<file path="src/shared/ssp_pkg.sv">
package ssp_pkg;

	// ------------------------------------------------------------
	// register map (byte addresses, one word each)
	// ------------------------------------------------------------
	localparam logic [7:0] SSP_CTRL_OFS  = 8'h00; // serial_control_one
	localparam logic [7:0] SSP_STAT_OFS  = 8'h04; // serial_status_reg
	localparam logic [7:0] SSP_BUF_OFS   = 8'h08; // transfer_buffer
	localparam logic [7:0] SSP_FLAG_OFS  = 8'h0c; // serial_interrupt_flag word

	// ------------------------------------------------------------
	// field positions and reset values
	// ------------------------------------------------------------
	localparam int         SSP_SMP_POS   = 7;     // input_sample_bit in status
	localparam int         SSP_CKE_POS   = 6;     // clock edge select in status
	localparam int         SSP_BF_POS    = 0;     // buffer_full_flag in status
	localparam logic [7:0] SSP_CTRL_RST  = 8'h00;
	localparam logic [1:0] SSP_STAT_RST  = 2'h0;

	// ------------------------------------------------------------
	// mode_select_field codes
	// ------------------------------------------------------------
	localparam logic [3:0] SSP_M_DIV4    = 4'h0;
	localparam logic [3:0] SSP_M_DIV16   = 4'h1;
	localparam logic [3:0] SSP_M_DIV64   = 4'h2;
	localparam logic [3:0] SSP_M_TIMER_TWO_OUTPUT    = 4'h3;
	localparam logic [3:0] SSP_M_SLV_SS  = 4'h4;
	localparam logic [3:0] SSP_M_SLV     = 4'h5;

	// ------------------------------------------------------------
	// timing: system clock and serial clock half periods
	// ------------------------------------------------------------
	localparam int         SSP_CLK_NS    = 100;   // mclk_i period in ns
	localparam int         SSP_HALF4     = 4 / 2;  // half period, sysclk/4
	localparam int         SSP_HALF16    = 16 / 2; // half period, sysclk/16
	localparam int         SSP_HALF64    = 64 / 2; // half period, sysclk/64
	localparam int         SSP_BITS      = 8;     // bits per frame
	localparam logic [4:0] SSP_HS_LAST   = 5'h10; // extra half step for late sampling

	// control register layout
	typedef struct packed {
		logic       write_collision_flag;  // write_collision_flag
		logic       ovf;   // receive_overflow_flag
		logic       en;    // port_enable_bit
		logic       clock_polarity_bit;   // clock_polarity_bit
		logic [3:0] mode;  // mode_select_field
	} ssp_ctrl_t;

	// master engine states
	typedef enum logic {SSP_IDLE, SSP_RUN} ssp_state_t;

endpackage : ssp_pkg

</file>
<file path="src/design/ssp_spi_port.sv">
// Our own choices: the AHB-Lite register port and the register offsets.
module ssp_spi_port
	import ssp_pkg::*;
(
	input  wire logic        mclk_i,      // system clock, 10 MHz
	input  wire logic        nrst_i,      // async reset, active low
	input  wire logic        ce_i,        // clock enable, freezes all state
	input  wire logic        hsel_i,      // ahb-lite slave select
	input  wire logic [7:0]  haddr_i,     // ahb byte address
	input  wire logic [1:0]  htrans_i,    // ahb transfer type
	input  wire logic        hwrite_i,    // ahb write
	input  wire logic [2:0]  hsize_i,     // ahb size, word only
	input  wire logic [31:0] hwdata_i,    // ahb write data
	input  wire logic        hready_i,    // ahb bus ready
	output logic      [31:0] hrdata_o,    // ahb read data
	output logic             hreadyout_o, // ahb slave ready
	output logic             hresp_o,     // ahb response, always okay
	input  wire logic        timer_two_output_tick_i, // timer_two_output event pulse
	input  wire logic        sleep_i,     // device asleep
	input  wire logic        sck_i,       // serial clock pin level
	output logic             sck_o,       // serial clock drive
	output logic             sck_oe_o,    // serial clock drive enable
	input  wire logic        sdi_i,       // serial data in
	output logic             sdo_o,       // serial data out
	output logic             sdo_oe_o,    // serial data out drive enable
	input  wire logic        ss_n_i,      // slave select, active low
	output logic             irq_flag_o,  // serial_interrupt_flag level
	output logic             wake_o       // wake-up pulse on slave byte
);
	import ssp_pkg::*;

	// ------------------------------------------------------------
	// state
	// ------------------------------------------------------------
	ssp_ctrl_t   ctrl_reg;     // serial_control_one
	logic        smp_reg;      // input_sample_bit
	logic        cke_reg;      // clock edge select
	logic        bf_reg;       // buffer_full_flag
	logic        sif_reg;      // serial_interrupt_flag
	logic [7:0]  rxbuf_reg;    // receive half of transfer_buffer
	logic [7:0]  shift_reg;    // transmit shift_register
	logic [7:0]  rxsr_reg;     // receive shift_register
	logic [3:0]  rxcnt_reg;    // bits sampled so far
	logic        sdo_reg;      // data out level
	logic        sck_reg;      // master clock level
	logic        sckp_reg;     // last sampled clock pin
	logic [4:0]  hs_reg;       // master half-step index
	logic [4:0]  div_reg;      // half period countdown
	ssp_state_t  st_reg;       // master engine state
	logic        wake_reg;     // wake pulse
	logic [7:0]  addr_reg;     // data phase address
	logic        dwr_reg;      // data phase write pending
	logic        drd_reg;      // data phase read pending

	// ------------------------------------------------------------
	// mode decode
	// ------------------------------------------------------------
	// true for the six serial personalities only
	function automatic logic is_spi(input logic [3:0] m);
		is_spi = (m <= SSP_M_SLV);
	endfunction : is_spi

	// half period in system clocks minus one, for a master rate code
	function automatic logic [4:0] half_of(input logic [3:0] m);
		case (m)
			SSP_M_DIV4:  half_of = 5'(SSP_HALF4 - 1);
			SSP_M_DIV16: half_of = 5'(SSP_HALF16 - 1);
			default:     half_of = 5'(SSP_HALF64 - 1);
		endcase
	endfunction : half_of

	logic active;      // port on and in a serial mode
	logic is_master;   // master personality
	logic is_slave;    // slave personality
	logic ss_ctl;      // slave select governs the port
	logic ss_off;      // select deasserted under control
	logic busy;        // byte in flight
	assign active    = ctrl_reg.en && is_spi(ctrl_reg.mode);
	assign is_master = active && (ctrl_reg.mode[3:2] == 2'h0);
	assign is_slave  = active && !is_master;
	assign ss_ctl    = is_slave && (ctrl_reg.mode == SSP_M_SLV_SS);
	assign ss_off    = ss_ctl && ss_n_i;
	assign busy      = is_master ? (st_reg == SSP_RUN) : (rxcnt_reg != 4'h0);

	// ------------------------------------------------------------
	// ahb-lite slave: zero wait, okay only, stalls while frozen
	// ------------------------------------------------------------
	logic take;
	assign take        = ce_i && hsel_i && hready_i && htrans_i[1];
	assign hreadyout_o = ce_i; // frozen block holds the bus off
	assign hresp_o     = 1'b0;

	// address phase capture
	always_ff @(posedge mclk_i or negedge nrst_i)
	begin
		if (!nrst_i)
		begin
			addr_reg <= 8'h00;
			dwr_reg  <= 1'b0;
			drd_reg  <= 1'b0;
		end
		else if (ce_i)
		begin
			addr_reg <= haddr_i;
			dwr_reg  <= take && hwrite_i;
			drd_reg  <= take && !hwrite_i;
		end
	end

	logic wr_ctrl;  // write to control
	logic wr_stat;  // write to status
	logic wr_buf;   // write to transfer buffer
	logic wr_flag;  // write to interrupt flag word
	logic rd_buf;   // read of transfer buffer
	assign wr_ctrl = dwr_reg && (addr_reg == SSP_CTRL_OFS);
	assign wr_stat = dwr_reg && (addr_reg == SSP_STAT_OFS);
	assign wr_buf  = dwr_reg && (addr_reg == SSP_BUF_OFS);
	assign wr_flag = dwr_reg && (addr_reg == SSP_FLAG_OFS);
	assign rd_buf  = drd_reg && (addr_reg == SSP_BUF_OFS);

	// read mux from registered state; unmapped reads return zero
	always_comb
	begin
		hrdata_o = 32'h0000_0000;
		case (addr_reg)
			SSP_CTRL_OFS: hrdata_o[7:0] = ctrl_reg;
			SSP_STAT_OFS: hrdata_o[7:0] = {smp_reg, cke_reg, 5'h00, bf_reg};
			SSP_BUF_OFS:  hrdata_o[7:0] = rxbuf_reg;
			SSP_FLAG_OFS: hrdata_o[0]   = sif_reg;
			default:      hrdata_o      = 32'h0000_0000;
		endcase
	end

	// ------------------------------------------------------------
	// serial clock events
	// ------------------------------------------------------------
	logic step;      // master half step
	logic lead_ev;   // idle to active edge
	logic trail_ev;  // active to idle edge
	logic out_ev;    // output changes
	logic samp_ev;   // input captured
	logic slv_go;    // slave may shift
	logic byte_done; // eighth bit captured
	logic [7:0] rx_byte;
	logic start;     // master exchange begins
	logic coll;      // colliding buffer write

	// sleep halts the master only; the slave runs on the pin
	assign step = (st_reg == SSP_RUN) && !sleep_i &&
		((ctrl_reg.mode == SSP_M_TIMER_TWO_OUTPUT) ? timer_two_output_tick_i : (div_reg == 5'h00));
	assign slv_go = is_slave && !ss_off;

	always_comb
	begin
		lead_ev  = 1'b0;
		trail_ev = 1'b0;
		if (is_master)
		begin
			lead_ev  = step && !hs_reg[0];
			trail_ev = step && hs_reg[0];
		end
		else if (slv_go)
		begin
			lead_ev  = ((sck_i ^ ctrl_reg.clock_polarity_bit) && !(sckp_reg ^ ctrl_reg.clock_polarity_bit));
			trail_ev = (!(sck_i ^ ctrl_reg.clock_polarity_bit) && (sckp_reg ^ ctrl_reg.clock_polarity_bit));
		end
	end

	// the extra half step only exists for late sampling
	assign out_ev = (cke_reg ? trail_ev : lead_ev) && (hs_reg != SSP_HS_LAST);

	// master may sample late; slave always mid bit
	always_comb
	begin
		if (is_master && smp_reg)
			samp_ev = cke_reg ? trail_ev : (lead_ev && (hs_reg != 5'h00));
		else
			samp_ev = cke_reg ? lead_ev : trail_ev;
	end

	assign byte_done = samp_ev && (rxcnt_reg == 4'(SSP_BITS - 1));
	assign rx_byte   = {rxsr_reg[6:0], sdi_i};
	assign coll      = wr_buf && busy;
	assign start     = wr_buf && !busy && is_master;

	// ------------------------------------------------------------
	// control and status registers
	// ------------------------------------------------------------
	// flags: writing zero clears, hardware set wins
	always_ff @(posedge mclk_i or negedge nrst_i)
	begin
		if (!nrst_i)
			ctrl_reg <= SSP_CTRL_RST;
		else if (ce_i)
		begin
			if (wr_ctrl)
			begin
				ctrl_reg      <= hwdata_i[7:0];
				ctrl_reg.write_collision_flag <= ctrl_reg.write_collision_flag & hwdata_i[7];
				ctrl_reg.ovf  <= ctrl_reg.ovf & hwdata_i[6];
			end
			if (coll)
				ctrl_reg.write_collision_flag <= 1'b1;
			if (byte_done && is_slave && bf_reg)
				ctrl_reg.ovf <= 1'b1;
		end
	end

	// status bits: sample and edge bits are writable
	always_ff @(posedge mclk_i or negedge nrst_i)
	begin
		if (!nrst_i)
			{smp_reg, cke_reg} <= SSP_STAT_RST;
		else if (ce_i && wr_stat)
			{smp_reg, cke_reg} <= {hwdata_i[SSP_SMP_POS], hwdata_i[SSP_CKE_POS]};
	end

	// receive buffer, full flag and interrupt flag
	always_ff @(posedge mclk_i or negedge nrst_i)
	begin
		if (!nrst_i)
		begin
			rxbuf_reg <= 8'h00;
			bf_reg    <= 1'b0;
			sif_reg   <= 1'b0;
		end
		else if (ce_i)
		begin
			if (rd_buf)
				bf_reg <= 1'b0;
			if (wr_flag && !hwdata_i[0])
				sif_reg <= 1'b0;
			// overrun keeps the old byte, every other completion lands
			if (byte_done && !(is_slave && bf_reg))
			begin
				rxbuf_reg <= rx_byte;
				bf_reg    <= 1'b1;
				sif_reg   <= 1'b1;
			end
		end
	end

	// ------------------------------------------------------------
	// shift engine
	// ------------------------------------------------------------
	// transmit side: loaded only through the buffer address
	always_ff @(posedge mclk_i or negedge nrst_i)
	begin
		if (!nrst_i)
		begin
			shift_reg <= 8'h00;
			sdo_reg   <= 1'b0;
		end
		else if (ce_i)
		begin
			if (wr_buf && !busy)
			begin
				shift_reg <= hwdata_i[7:0];
				if (cke_reg)
					sdo_reg <= hwdata_i[7];
			end
			else if (out_ev)
			begin
				shift_reg <= {shift_reg[6:0], 1'b0};
				sdo_reg   <= cke_reg ? shift_reg[6] : shift_reg[7];
			end
		end
	end

	// receive side: bit counter cleared by select, disable, reset
	always_ff @(posedge mclk_i or negedge nrst_i)
	begin
		if (!nrst_i)
		begin
			rxsr_reg  <= 8'h00;
			rxcnt_reg <= 4'h0;
		end
		else if (ce_i)
		begin
			if (!active || ss_off)
				rxcnt_reg <= 4'h0;
			else if (byte_done)
				rxcnt_reg <= 4'h0;
			else if (samp_ev)
			begin
				rxsr_reg  <= rx_byte;
				rxcnt_reg <= rxcnt_reg + 4'h1;
			end
		end
	end

	// last half step of a frame: the clock always gets all sixteen toggles,
	// so the far end sees its eighth edge even when we sampled on the first
	logic [4:0] hs_end;
	assign hs_end = (smp_reg && !cke_reg) ? SSP_HS_LAST : 5'(2 * SSP_BITS - 1);

	// master sequencer: sixteen toggles, optional late half step
	always_ff @(posedge mclk_i or negedge nrst_i)
	begin
		if (!nrst_i)
		begin
			st_reg  <= SSP_IDLE;
			hs_reg  <= 5'h00;
			div_reg <= 5'h00;
			sck_reg <= 1'b0;
		end
		else if (ce_i)
		begin
			case (st_reg)
				SSP_IDLE:
				begin
					sck_reg <= ctrl_reg.clock_polarity_bit;
					hs_reg  <= 5'h00;
					div_reg <= half_of(ctrl_reg.mode);
					if (start)
						st_reg <= SSP_RUN;
				end
				SSP_RUN:
				begin
					if (!is_master)
						st_reg <= SSP_IDLE;
					else if (step)
					begin
						if (hs_reg != SSP_HS_LAST)
							sck_reg <= !sck_reg;
						hs_reg  <= hs_reg + 5'h01;
						div_reg <= half_of(ctrl_reg.mode);
						if (hs_reg == hs_end)
							st_reg <= SSP_IDLE;
					end
					else if (!sleep_i && (div_reg != 5'h00))
						div_reg <= div_reg - 5'h01;
				end
				default:
					st_reg <= SSP_IDLE;
			endcase
		end
	end

	// pin history for slave edge detection, inputs already synchronous
	always_ff @(posedge mclk_i or negedge nrst_i)
	begin
		if (!nrst_i)
		begin
			sckp_reg <= 1'b0;
			wake_reg <= 1'b0;
		end
		else if (ce_i)
		begin
			sckp_reg <= sck_i;
			wake_reg <= byte_done && is_slave;
		end
	end

	// ------------------------------------------------------------
	// pins and outputs
	// ------------------------------------------------------------
	// a master drives data out whenever active; only a deselected slave releases it, see sdo_oe
	assign sck_o      = sck_reg;
	assign sck_oe_o   = is_master;
	assign sdo_o      = sdo_reg;
	assign sdo_oe_o   = active && !ss_off;
	assign irq_flag_o = sif_reg;
	assign wake_o     = wake_reg;

	// ------------------------------------------------------------
	// assertions
	// ------------------------------------------------------------
	property p_write_collision_flag;
		@(posedge mclk_i) disable iff (!nrst_i)
		ce_i && wr_buf && busy |=> ctrl_reg.write_collision_flag &&
			(shift_reg == ($past(out_ev) ? {$past(shift_reg[6:0]), 1'b0} : $past(shift_reg)));
	endproperty
	a_write_collision_flag: assert property (p_write_collision_flag) else $error("collision not flagged or write taken");

	property p_ovf;
		@(posedge mclk_i) disable iff (!nrst_i)
		ce_i && byte_done && is_slave && bf_reg |=> ctrl_reg.ovf && $stable(rxbuf_reg);
	endproperty
	a_ovf: assert property (p_ovf) else $error("overrun not flagged or byte kept");

	property p_nomov;
		@(posedge mclk_i) disable iff (!nrst_i)
		is_master && !ctrl_reg.ovf |=> !ctrl_reg.ovf;
	endproperty
	a_nomov: assert property (p_nomov) else $error("overflow set in master mode");

	property p_pins;
		@(posedge mclk_i) disable iff (!nrst_i)
		!ctrl_reg.en |-> !sck_oe_o && !sdo_oe_o;
	endproperty
	a_pins: assert property (p_pins) else $error("pins driven while disabled");

	property p_idle;
		@(posedge mclk_i) disable iff (!nrst_i)
		is_master && (st_reg == SSP_IDLE) ##1 is_master && (st_reg == SSP_IDLE)
			|-> sck_o == ctrl_reg.clock_polarity_bit;
	endproperty
	a_idle: assert property (p_idle) else $error("clock idle level wrong");

	property p_start;
		@(posedge mclk_i) disable iff (!nrst_i)
		ce_i && start |=> (st_reg == SSP_RUN) && (hs_reg == 5'h00);
	endproperty
	a_start: assert property (p_start) else $error("master write did not start");

	property p_done;
		@(posedge mclk_i) disable iff (!nrst_i)
		ce_i && byte_done && !(is_slave && bf_reg)
			|=> bf_reg && sif_reg && (rxbuf_reg == $past(rx_byte));
	endproperty
	a_done: assert property (p_done) else $error("completed byte not delivered");

	property p_rd;
		@(posedge mclk_i) disable iff (!nrst_i)
		ce_i && rd_buf && !byte_done |=> !bf_reg;
	endproperty
	a_rd: assert property (p_rd) else $error("buffer read left full flag");

	property p_ss;
		@(posedge mclk_i) disable iff (!nrst_i)
		ce_i && ss_off |-> !sdo_oe_o ##1 (rxcnt_reg == 4'h0);
	endproperty
	a_ss: assert property (p_ss) else $error("select high did not release");

	property p_wake;
		@(posedge mclk_i) disable iff (!nrst_i)
		ce_i && byte_done && is_slave |=> wake_o ##1 (!wake_o || $past(byte_done));
	endproperty
	a_wake: assert property (p_wake) else $error("slave byte gave no wake pulse");

	c_mdone: cover property (@(posedge mclk_i) disable iff (!nrst_i) byte_done && is_master);
	c_sdone: cover property (@(posedge mclk_i) disable iff (!nrst_i) byte_done && is_slave);
	c_ovf:   cover property (@(posedge mclk_i) disable iff (!nrst_i) byte_done && is_slave && bf_reg);
	c_coll:  cover property (@(posedge mclk_i) disable iff (!nrst_i) coll);

endmodule : ssp_spi_port

</file>
<file path="config.mk">
export PLATFORM = sky130hd
export DESIGN_NAME = ssp_spi_port
export DESIGN_NICKNAME = d
export VERILOG_FILES = /design/src/shared/ssp_pkg.sv /design/src/design/ssp_spi_port.sv
export SDC_FILE = /design/constraint.sdc
export NUM_CORES = 1
export LEC_CHECK = 0
export BUFFER_PORTS_ARGS = -buffer_cell sky130_fd_sc_hd__buf_4
export CORE_UTILIZATION = 54
export DETAILED_ROUTE_END_ITERATION = 6
export GPL_TIMING_DRIVEN = 1
export PLACE_DENSITY = 0.81
export SETUP_SLACK_MARGIN = 0.4
export SKIP_LAST_GASP = 1
export SYNTH_ARGS = -nofsm -noshare
export SYNTH_HDL_FRONTEND = slang
export SYNTH_SLANG_ARGS = --single-unit
</file>
<file path="constraint.sdc">
create_clock -name mclk_i -period 3.3 [get_ports mclk_i]
set_clock_uncertainty 0.05 [all_clocks]
set_input_delay 0.33 -clock mclk_i [delete_from_list [all_inputs] [get_ports mclk_i]]
set_output_delay 0.33 -clock mclk_i [all_outputs]
set_load 0.05 [all_outputs]
</file>
# Word-level counts from Yosys, hierarchy flattened
# Cells that the tools add are included.
# totals
reg_bits	64
# classes
muxes	46
n_lt_le_gt_ge	1
n_addsub	3
bitwise_logic	7
reduce_logical	78
n_eq_ne	14
# op_table
operator	count
$logic_and 1x1->1	38
$mux 5	6
$pmux 5 s2	3
$mux 1	27
$mux 8	3
$pmux 7 s3	1
$eq 8x4->1 const B	2
$reduce_and 2->1	8
$logic_not 1->1	13
$mux 4	3
$reduce_bool 2->1	5
$reduce_bool 5->1	2
$reduce_and 3->1	3
$eq 4x3->1 const B	2
$eq 8x3->1 const B	1
$logic_not 8->1	1
$reduce_and 4->1	2
$ne 2x1->1 const B	3
$add 5x1->5 const B	1
$eq 5x5->1	1
$logic_not 5->1	1
$ne 5x5->1 const B	1
$sub 5x1->5 const B	1
$add 4x1->4 const B	1
15 further kinds	20

# Longest topological paths before layout
# logic_depth
ltp_word	19
ltp_mapped	10
mapped_depth_nobuf	8

# Least setup slack after synthesis
# No wires, ideal clock.
# synth_path
kind	register to register
from	reg ctrl_reg[2] (netlist bit)
to	reg rxbuf_reg[0]
stages_incl_launch_ff	8
setup_slack_ns	0.663
required_ns	3.125
setup_ns	0.125
arrival_time_ns	2.462
period_less_slack_ns	2.637
path_cell_list	dfrtp_1 buf_2 or3b_2 inv_1 o311ai_4 a221o_1 buf_6 mux2_4
# synth_between
elab_chain_len	17
elab_cells_between_ends	30
classes_between	1 x order compare; 2 x eq/ne; 8 x mux; 19 x reduce/logical
# synth_lines
element	line	text
start: declaration	ssp_spi_port.sv:35	ssp_ctrl_t ctrl_reg;
start signal: assignment	ssp_spi_port.sv:198	ctrl_reg <= hwdata_i[7:0];
$le 4x3->1	ssp_spi_port.sv:60	is_spi = (m <= SSP_M_SLV);
$logic_and 1x1->1	ssp_spi_port.sv:78	assign active = ctrl_reg.en && is_spi(ctrl_reg.mode);
$logic_and 1x1->1 (*)	ssp_spi_port.sv:79	assign is_master = active && (ctrl_reg.mode[3:2] == 2'h0);
named net sck_oe_o	ssp_spi_port.sv:22	output logic sck_oe_o,
$logic_not 1->1	n/a	
$logic_and 1x1->1	ssp_spi_port.sv:80	assign is_slave = active && !is_master;
$logic_and 1x1->1	ssp_spi_port.sv:81	assign ss_ctl = is_slave && (ctrl_reg.mode == SSP_M_SLV_SS);
$logic_and 1x1->1	ssp_spi_port.sv:82	assign ss_off = ss_ctl && ss_n_i;
[... 2 more ...]	n/a	
$mux 1	ssp_spi_port.sv:162	else if (slv_go)
$mux 1	ssp_spi_port.sv:157	if (is_master)
$logic_and 1x1->1	ssp_spi_port.sv:176	samp_ev = cke_reg ? trail_ev : (lead_ev && (hs_reg != 5'h00));
$mux 1	ssp_spi_port.sv:176	
$mux 1	ssp_spi_port.sv:175	if (is_master && smp_reg)
$logic_and 1x1->1	ssp_spi_port.sv:181	assign byte_done = samp_ev && (rxcnt_reg == 4'(SSP_BITS - 1));
$logic_and 1x1->1 (*)	ssp_spi_port.sv:234	if (byte_done && !(is_slave && bf_reg))
$reduce_and 2->1 (no source line) (*)	n/a	
end signal: assignment	ssp_spi_port.sv:236	rxbuf_reg <= rx_byte;
end: declaration	ssp_spi_port.sv:40	logic [7:0] rxbuf_reg;
# The timed path passes the listed nets; every way through them passes the cells marked *.
# A chain may end at the register's enable or synchronous reset.

# Worst setup path in the final report
# layout_path
from	reg hs_reg[0]
to	reg rxbuf_reg[6]
# layout_between
elab_chain_len	9
elab_cells_between_ends	13
classes_between	5 x mux; 8 x reduce/logical
# layout_lines
element	line	text
start: declaration	ssp_spi_port.sv:47	logic [4:0] hs_reg;
start signal: assignment	ssp_spi_port.sv:326	hs_reg <= hs_reg + 5'h01;
$logic_not 1->1	ssp_spi_port.sv:159	lead_ev = step && !hs_reg[0];
$logic_and 1x1->1	ssp_spi_port.sv:159	
$mux 1	ssp_spi_port.sv:157	
$logic_and 1x1->1	ssp_spi_port.sv:176	
$mux 1	ssp_spi_port.sv:176	
$mux 1 (*)	ssp_spi_port.sv:175	
$logic_and 1x1->1 (*)	ssp_spi_port.sv:181	
$logic_and 1x1->1 (*)	ssp_spi_port.sv:234	
$reduce_and 2->1 (no source line) (*)	n/a	
# Mark *: on every way between the ends. The rest lies on a longest branch, timed or not.

==> run summary <==
Worst min-delay path class = in -> async
WS Path Type = reg -> reg
WL final = 8100 um
Placed cell count = 504
Status = finished, final reports clean
Largest net degree at the start of global routing = 65
Root Buffer = clkbuf_8
Final Setup Violations = 0
Synth Flop Type = dfrtp_1
Die extent in y = 86.9 um
Worst VDD drop = 0.264 mV
Synth top area share = 41.2%
Crit path cell chain = inv_1, ha_1, nor4b_4, o21ai_0, and4b_1, o311ai_4, a221o_1, buf_4, mux2_4
Final Critical Period = 2.74 ns
Arrival time at the worst endpoint = 2.92 ns
CP startpoint = hs_reg[0]$_DFFE_PN0P_
Top post-synthesis cells by area = dfrtp_1 41%, mux2_2 10%, buf_4 5.0%
P_leak = 2.07 nW
Initial core utilization = 56.6%
Gpl congestion = 0.867
Antenna cells = 0
Mux cell area share after synthesis = 17.2%
Post-DP HPWL = 5800 um
Final core utilization = 64.0%
CP bufs+invs = 2
Mean Syn Cell Area = 10.3 um2
Slowest cell on the critical path = dfrtp_1
Largest family of logic cells by synthesized area = simple AND/OR/NAND/NOR gates
Flops & latches, synth = 64
Vias in the first global route = 2,763
Routed Antenna Nets = 0
Power Density = 389 nW/um2
YS warnings = 0
# DRC = 0
H-tree levels = 3
Cell area after synthesis = 3890 um2
First-pass GRT wire length = 13,500 um
Grt total ovfl = 0
CTS Buf Count = 9
Total track usage = 23.4%
Die X-Extent = 86.9 um
Distinct cell type count after synthesis = 65
PortBufs = 42
Async S/R FF share, synth = 100%
Cell Rows = 30
Setup TNS after final layout = 0 ns
Final Hold Viols = 0
Required @ worst endpoint = 3.48 ns
Simple-gate area share of the yosys netlist = 17.4%
Post-Synthesis Cells = 378
RSZ-0062 raised after global routing = no
Hold_buf cts = 0
Vias/cell = 5.72
Die area = 7550 um2
I/O pin count = 96
Fillers = 573
Post-layout nets = 482
Share of layout cells above drive strength 1 = 29.6%
Post-synth EDFFs = 0
Clk_lat worst skew = 0.34 ns
Post-Synth XOR/XNOR Area = 0%
DR vias = 2,982
CTS tree = built
Worst hold slack = 0.0117 ns
Post-Synth Adder-Cell Area = 1.93%
Least-Margin Pin Slew = 0.789 ns
Area grow syn2layout = 13.1%
Rel. slew slack = 47.4%
RR Startpoint = hs_reg[0]$_DFFE_PN0P_
Critical Path Start Type = register
Clock transition at path regs = 0.07 ns
Clk buf depth = 2
Max Slew Vio Count = 0
CP max FO = 10
Crit. End Element = register
Final period util = 82.9%
Initial antenna violation count = 0
Final Instance Count excl. Fillers = 521
Clock Sinks = 64
Synth area leader = dfrtp_1
Total power = 1.71 mW
Post-synthesis compound-gate area fraction = 13.7%
Max cap viols = 0
Crit-path max cell delay = 0.46 ns
Fmax = 365 MHz
Delay-heaviest family, CP = compound AO/OA/AOI/OAI gates
Core Region = 6870 um2
Pre-Repair DR Iteration Count = 5
Starting DRT DRC Count = 182
Drt wl/cell = 15.6 um
Seq/Total Area, Yosys = 41.2%
## synth_stat cells, drive strengths merged (3+ instances only)
master / instances
inv: 16
a22o: 7
o31ai: 5
dfrtp: 64
o21ai: 28
a21oi: 8
nor3b: 4
a31oi: 5
o211ai: 4
or2: 4
or3: 3
clkbuf: 6
mux2: 44
nand2b: 7
mux2i: 11
nor2b: 3
and3: 4
ha: 6
nand2: 33
nand3: 12
nor2: 23
buf: 34
nand4: 6
## per-layer routing
layer | GRT usage [%] | up-vias | part of all wire (%)
met1 | 32.6 | 1432 | 45
met4 | 9.09 | 0 | 1.3
met5 | 0 | - | 0
li1 | - | 1403 | -
met3 | 3.60 | 11 | 6.6
met2 | 37.0 | 136 | 47
## per-stage QoR
step,setup slack [ns],area [um2]
after floorplan,0.663,3980
after global placement,0.383,4180
after detailed placement,0.289,4180
after CTS,0.470,4380
after global routing,0.432,4400
final,0.563,4400
## cell families after synthesis
group                      Yosys count
and+or+nand+nor                    120
AOI/OAI and AO/OA                   75
DFF                                 64
buffers and inverters               56
muxes                               56
adders and majority gates            6
other                                1
## path summary, 6_finish.rpt
path                                                  to  slack, ns  depth (start not counted)
worst max-delay path            rxbuf_reg[6]$_DFFE_PN0P_       0.56                          9
worst min-delay path               hs_reg[4]$_DFFE_PN0P_       0.01                          1
worst max register to register  rxbuf_reg[6]$_DFFE_PN0P_       0.56                          9
worst min register to register       drd_reg$_DFFE_PN0P_       0.44                          2
max in group asynchronous       rxbuf_reg[3]$_DFFE_PN0P_       2.67                          1
min in group mclk_i                  drd_reg$_DFFE_PN0P_       0.13                          2
## cell type report
class | count | area (um2) | area share, %
sequential | 64 | 1600 | 36.4
clock buffer | 11 | 141 | 3.21
multi-input combinational | 282 | 2070 | 47.0
clock inverter | 5 | 56.3 | 1.28
timing repair buffer | 47 | 353 | 8.02
tap | 96 | 120 | 2.73
inverter | 16 | 60.1 | 1.37
## placed cells by master, fill, tap and decap left out, types with 5 or more instances in the layout
master,Yosys,final
a21oi_1,7,7
a22o_1,7,7
buf_4,26,47
clkbuf_8,0,10
conb_1,1,25
dfrtp_1,64,64
ha_1,6,6
inv_1,16,16
mux2_2,36,36
mux2_4,8,8
mux2i_1,10,10
nand2_1,33,33
nand2b_1,7,7
nand3_1,10,10
nand4_1,6,6
nor2_1,23,23
o21ai_0,26,26
o31ai_1,5,5
## report_power, final
group	internal, mW	switching, mW
Clock	0.368	0.318
Combinational	0.0640	0.133
Sequential	0.805	0.0250
Total	1.24	0.475
## repair_timing
action / in CTS / in global routing
hold endpoints to repair: 0 / 0
setup endpoints to repair: 8 / 8
resized for setup: 1 / 1
gates cloned: 0 / 0
setup buffers: 0 / 1
pin swaps: 0 / 1
Note: power is estimated with default switching activity, not from simulation.
